## src/hw/btr_params.svh

```systemverilog
// Purpose: constants for the branch trace recorder
// Assumes: 32-bit instruction addresses
// Notes: definitions only
`ifndef BTR_PARAMS_SVH
`define BTR_PARAMS_SVH
`define BTR_ADDR_W 32
`define BTR_KIND_W 2
`define BTR_ADDR_RST 32'h0000_0000
`endif

```

## src/hw/btr_pkg.sv

```systemverilog
// Purpose: types for the branch trace recorder
// Assumes: btr_params.svh included first
// Notes: none
`include "btr_params.svh"
package btr_pkg;
    typedef logic [`BTR_ADDR_W-1:0] btr_addr_t;
    typedef enum logic [`BTR_KIND_W-1:0] {
        BTR_EV_BRANCH = 2'b00,
        BTR_EV_EXCEPT = 2'b01,
        BTR_EV_SMI    = 2'b10,
        BTR_EV_SWINT  = 2'b11
    } btr_event_t;
    typedef enum logic [0:0] {
        BTR_ST_IDLE = 1'b0,
        BTR_ST_SEND = 1'b1
    } btr_state_t;
endpackage

```

## src/hw/btr_branch_trace_recorder.sv

```systemverilog
// Purpose: branch trace messages, branch traps and branch records of a core
// Assumes: event inputs come from core logic on the same clock
// Notes: one message held until the bus accepts it
// Notes on behaviour
// - system management interrupt entry emits a trace message when messaging is on
// - source field holds the address executing at the event, fresh every time
// - with messages and traps both enabled, only messages occur
// - last branch record holds source and destination of latest branch, exception, SMI or software interrupt
// - pre-exception record holds the last branch taken before latest exception or SMI
// - faulting call or software interrupt updates last record only
// - bus reinit marks the pre-exception record invalid
// - a concurrent cache line fill never alters the message being sent
`timescale 1ns/100ps
`include "btr_params.svh"
module btr_branch_trace_recorder
    import btr_pkg::*;
(
    input wire logic clock,
    input wire logic rst,
    input wire logic msg_enable,
    input wire logic trap_enable,
    input wire logic event_valid,
    input wire btr_event_t event_kind,
    input wire btr_addr_t event_source,
    input wire btr_addr_t event_dest,
    input wire logic bus_reinit_signal,
    input wire logic fill_valid,
    input wire btr_addr_t fill_data,
    output logic event_ready,
    output logic branch_trap,
    output logic msg_valid,
    input wire logic msg_ready,
    output btr_addr_t msg_source,
    output btr_addr_t msg_dest,
    output btr_event_t msg_kind,
    output btr_addr_t last_src,
    output btr_addr_t last_dst,
    output btr_addr_t pre_src,
    output btr_addr_t pre_dst,
    output logic pre_valid,
    output logic fill_done,
    output btr_addr_t fill_line
);
    // ------------------------------------------------------------
    // event qualification
    // ------------------------------------------------------------
    btr_state_t state_ff;
    btr_addr_t br_src_ff;
    btr_addr_t br_dst_ff;
    logic br_seen_ff;
    logic trap_ff;
    logic take;
    logic is_branch;
    logic is_exc;
    btr_addr_t msg_src_ff;
    btr_addr_t msg_dst_ff;
    btr_event_t msg_kind_ff;
    btr_addr_t last_src_ff;
    btr_addr_t last_dst_ff;
    btr_addr_t pre_src_ff;
    btr_addr_t pre_dst_ff;
    logic pre_valid_ff;
    logic fill_done_ff;
    btr_addr_t fill_line_ff;

    assign event_ready = (state_ff == BTR_ST_IDLE);
    assign take = event_valid && event_ready;
    assign is_branch = (event_kind == BTR_EV_BRANCH);
    assign is_exc = (event_kind == BTR_EV_EXCEPT) || (event_kind == BTR_EV_SMI);

    // ------------------------------------------------------------
    // message path
    // ------------------------------------------------------------
    always_ff @(posedge clock or posedge rst) begin
        if (rst) begin
            state_ff <= BTR_ST_IDLE;
        end else begin
            case (state_ff)
                BTR_ST_IDLE: begin
                    if (take && msg_enable) begin
                        state_ff <= BTR_ST_SEND;
                    end
                end
                BTR_ST_SEND: begin
                    if (msg_ready) begin
                        state_ff <= BTR_ST_IDLE;
                    end
                end
            endcase
        end
    end

    assign msg_valid = (state_ff == BTR_ST_SEND);

    always_ff @(posedge clock or posedge rst) begin
        if (rst) begin
            msg_src_ff <= `BTR_ADDR_RST;
            msg_dst_ff <= `BTR_ADDR_RST;
            msg_kind_ff <= BTR_EV_BRANCH;
        end else if (take && msg_enable) begin
            msg_src_ff <= event_source;
            msg_dst_ff <= event_dest;
            msg_kind_ff <= event_kind;
        end
    end

    assign msg_source = msg_src_ff;
    assign msg_dest = msg_dst_ff;
    assign msg_kind = msg_kind_ff;

    // fill uses its own registers so it never collides with the message
    always_ff @(posedge clock or posedge rst) begin
        if (rst) begin
            fill_line_ff <= `BTR_ADDR_RST;
            fill_done_ff <= 1'h0;
        end else begin
            fill_done_ff <= fill_valid;
            if (fill_valid) begin
                fill_line_ff <= fill_data;
            end
        end
    end

    assign fill_line = fill_line_ff;
    assign fill_done = fill_done_ff;

    // ------------------------------------------------------------
    // branch trap
    // ------------------------------------------------------------
    always_ff @(posedge clock or posedge rst) begin
        if (rst) begin
            trap_ff <= 1'h0;
        end else begin
            trap_ff <= take && is_branch && trap_enable && !msg_enable;
        end
    end

    assign branch_trap = trap_ff;

    // ------------------------------------------------------------
    // branch records
    // ------------------------------------------------------------
    always_ff @(posedge clock or posedge rst) begin
        if (rst) begin
            last_src_ff <= `BTR_ADDR_RST;
            last_dst_ff <= `BTR_ADDR_RST;
        end else if (take) begin
            last_src_ff <= event_source;
            last_dst_ff <= event_dest;
        end
    end

    assign last_src = last_src_ff;
    assign last_dst = last_dst_ff;

    always_ff @(posedge clock or posedge rst) begin
        if (rst) begin
            br_src_ff <= `BTR_ADDR_RST;
            br_dst_ff <= `BTR_ADDR_RST;
            br_seen_ff <= 1'h0;
        end else if (take && is_branch) begin
            br_src_ff <= event_source;
            br_dst_ff <= event_dest;
            br_seen_ff <= 1'h1;
        end
    end

    always_ff @(posedge clock or posedge rst) begin
        if (rst) begin
            pre_src_ff <= `BTR_ADDR_RST;
            pre_dst_ff <= `BTR_ADDR_RST;
            pre_valid_ff <= 1'h0;
        end else if (bus_reinit_signal) begin
            pre_valid_ff <= 1'h0;
        end else if (take && is_exc) begin
            pre_src_ff <= br_src_ff;
            pre_dst_ff <= br_dst_ff;
            pre_valid_ff <= br_seen_ff;
        end
    end

    assign pre_src = pre_src_ff;
    assign pre_dst = pre_dst_ff;
    assign pre_valid = pre_valid_ff;
endmodule

```

## config.mk

```make
export PLATFORM = sky130hd
export DESIGN_NAME = btr_branch_trace_recorder
export DESIGN_NICKNAME = d
export VERILOG_FILES = /design/src/hw/btr_pkg.sv /design/src/hw/btr_branch_trace_recorder.sv
export VERILOG_INCLUDE_DIRS = /design/src /design/src/hw
export SDC_FILE = /design/constraint.sdc
export NUM_CORES = 1
export LEC_CHECK = 0
export ABC_AREA = 1
export BUFFER_PORTS_ARGS = -buffer_cell sky130_fd_sc_hd__buf_2
export CORE_ASPECT_RATIO = 1.25
export CORE_MARGIN = 5
export CORE_UTILIZATION = 40
export CTS_CLUSTER_SIZE = 25
export DETAILED_ROUTE_END_ITERATION = 7
export GPL_ROUTABILITY_DRIVEN = 0
export PLACE_DENSITY = 0.68
export SYNTH_ARGS = -nofsm -noshare
export SYNTH_HDL_FRONTEND = slang
export SYNTH_SLANG_ARGS = --single-unit
```

## constraint.sdc

```tcl
create_clock -name clock -period 8.9 [get_ports clock]
set_clock_uncertainty 0.15 [all_clocks]
set_input_delay 0.89 -clock clock [delete_from_list [all_inputs] [get_ports clock]]
set_output_delay 0.89 -clock clock [all_outputs]
set_load 0.1 [all_outputs]
```

==> metrics.yaml <==
setup_violations: 0
ys_seq_area_frac: 0.6714
routedWlPerCell_um: 16.82
synth_edf_count: 0
reg2reg_to: "msg_dest[21]$_DFFE_PP0P_"
slowest_delay_ns: 0.61
cts_root_buffer: "clkbuf_16"
crit_slowest_cell: "buf_4"
path_class: "input port to register"
maxSlewHeadroom: 0.3404
crit_top_cell: "buf_4"
p_clk_frac: 0.238
slew_viol_final: 0
syn_inst: 1065
synth_area_per_cell_um2: 10.32
via_count: 8368
startpoint: "event_valid"
die_y_um: 195.4
ff2ff_setup_slack_ns: 6.09
synthMostInstantiatedCell: "nand2_1"
worstReg2RegStart: "msg_valid$_DFF_PP0_"
p_sw_frac: 0.4920
dr.pass1.iters: 5
synth_area_um2: 11000
max_clock_freq_mhz: 351.2
total_leakage_power_nw: 7.454
worst_slack_ns: 6.053
die_w_um: 158.3
yosys-top-cells-count: "nand2_1 (325), dfrtp_1 (295), o21ai_1 (191), inv_1 (70), nand4_1 (66)"
reg2regPathDepth: 6
tritoncts: "done"
grt_pass1_vias: 8673
area_growth_pct: 26.19
start_util: 0.4073
tightest_slew_ns: 0.9894
min_period_over_period: 0.3199
hold_path.class: "input port to async pin"
cp.arrival_ns: 3.07
path_clk_slew_ns: 0.06
cts_buffer_depth: 3
antenna_found_initial: 0
grt_overflow_total: 0
ctsResizeCount: 0
cts_buffers: 28
htree_levels: 1
clock-sinks: 295
p_int_w: 0.002680
synth_flop_cell: "dfrtp_1"
crit_end: "msg_dest[21]$_DFFE_PP0P_"
crit_path_start_kind: "input port"
power_switching_w: 0.002595
dp_hpwl_um: 19910
hold_buffers: 0
core_um2: 26990
p_seq_frac: 0.335
hold_viol: 0
port_buffers: 336
num_antenna_cells: 0
viasPerCell: 4.834
place_ws_ns: 5.468
cp_cell_sequence: "buf_2, inv_2, nor2_4, buf_4, nand2_4, buf_4, nand2_1, o21ai_1"
power.density_nw_per_um2: 380.1
rows: 67
yosys_warnings: 0
finalSetupTns_ns: 0
drc: 0
ir_drop_uv: 177.0
worstPathMaxFanout: 76
insertion_delay_ns: 0.53
drtIter0Drc: 416
synthArstFlopShare: 1.000
period_needed_ns: 2.847
cap_viol_max_count: 0
syn-num-nets: 1172
outcome: "completed"
synth_top_cell_by_area: "dfrtp_1"
routed_wl_um: 29120
yosysTopAreaCellShare: 0.6714
track_usage: 0.1865
pin_count: 337
cp_data_required_time_ns: 9.13
critical_path.endpoint_type: "register"
ant_nets: 0
post_cts_buffers: 0
final_nets: 1475
grt_pass1_wl_um: 46950
ys_types: 17
power_frac_comb: 0.427
synth_seq_cells: 295
die-area_um2: 30930
drive_gt1_frac: 0.3059
grt_max_degree: 165
ys_top_cells_by_area: "dfrtp_1 (67%), nand2_1 (11%), o21ai_1 (8.7%)"
rsz0062_at_grt: "no"
worst min-delay path by stage:
stage,endpoint,depth (start not counted),slack (ns)
final,last_src[20]$_DFFE_PP0P_,2,0.18
after global routing,last_src[23]$_DFFE_PP0P_,2,0.19
after floorplan,br_seen_ff$_DFFE_PP0P_,2,0.28
after detailed placement,br_seen_ff$_DFFE_PP0P_,2,0.30
after global placement,br_seen_ff$_DFFE_PP0P_,2,0.30
after CTS,br_seen_ff$_DFFE_PP0P_,2,0.32
registers in the layout, summed over array words and instances (netlist names):
| name | count |
|---|---|
| br_dst_ff | 32 |
| br_src_ff | 32 |
| fill_line | 32 |
| last_dst | 32 |
| last_src | 32 |
| msg_dest | 32 |
| msg_source | 32 |
| pre_dst | 32 |
| pre_src | 32 |
| msg_kind | 2 |
| br_seen_ff | 1 |
| branch_trap | 1 |
| fill_done | 1 |
| msg_valid | 1 |
| pre_valid | 1 |
metal layers:
layer / routed length (um) / share of wire / GRT usage
met3: 1979 / 0.068 / 0.03454
met1: 11150 / 0.38 / 0.2256
met4: 975 / 0.033 / 0.06258
met2: 15010 / 0.52 / 0.3318
met5: 0 / 0 / 0
power groups by stage:
stage / combinational [W] / sequential [W] / clock, W
after floorplan: 0.000308 / 0.00334 / 0
after global placement: 0.00225 / 0.00178 / 0
after detailed placement: 0.00227 / 0.00178 / 0
after CTS: 0.00227 / 0.00177 / 0.00129
after global routing: 0.00235 / 0.00180 / 0.00135
final: 0.00225 / 0.00176 / 0.00126
final cells by class:
class                           instances  area, um^2
Timing Repair Buffer                  346        1782
Clock buffer                           41       810.8
Inverter                               72       276.5
Sequential cell                       295        7382
Multi-Input combinational cell        625        3033
Clock inverter                          7       160.2
Tap cell                              345       431.7
Fill cell                            2477       13120
critical path: cells and delay by family:
family                 cells  cell delay [ns]
AND/OR/NAND/NOR            3             0.75
AO/OA/AOI/OAI              1             0.08
buffers and inverters      4             1.25
cell families after synthesis:
| kind of cell | share of synthesized area |
|---|---|
| flops | 0.6714 |
| compound gates | 0.08876 |
| buf+inv | 0.05417 |
| simple gates | 0.1518 |
| fa+ha+maj | 0.001138 |
| mux | 0.03277 |
placed cells by master, fill, tap and decap left out:
master,synthesis,final
buf_2,41,336
nand2_1,325,324
dfrtp_1,295,295
o21ai_1,191,191
inv_1,70,68
nand4_1,66,66
mux2_2,30,30
clkbuf_16,0,29
clkbuf_1,27,8
buf_4,0,8
bufinv_16,0,5
o21ai_0,4,4
clkbuf_8,0,4
nand3_1,3,3
inv_2,2,2
nand2_4,0,2
mux2_1,2,2
clkinv_2,0,2
buf_12,0,2
nor2_4,1,1
inv_4,0,1
nor2_1,1,1
clkinvlp_4,0,1
ha_2,0,1
through the flow:
step / area (um^2) / util / power [W] / std cells / hold WS (ns)
6_report: 13880 / 0.5140 / 0.005275 / 1731 / 0.1784
5_1_grt: 13880 / 0.5140 / 0.005503 / 1731 / 0.1882
4_1_cts: 13860 / 0.5133 / 0.005332 / 1730 / 0.3172
3_5_place_dp: 12880 / 0.4773 / 0.004056 / 1682 / 0.3012
3_3_place_gp: 12880 / 0.4773 / 0.004028 / 1682 / 0.2981
2_1_floorplan: 11000 / - / 0.003643 / 1065 / 0.2847
Power figures use the tool's default switching activity.
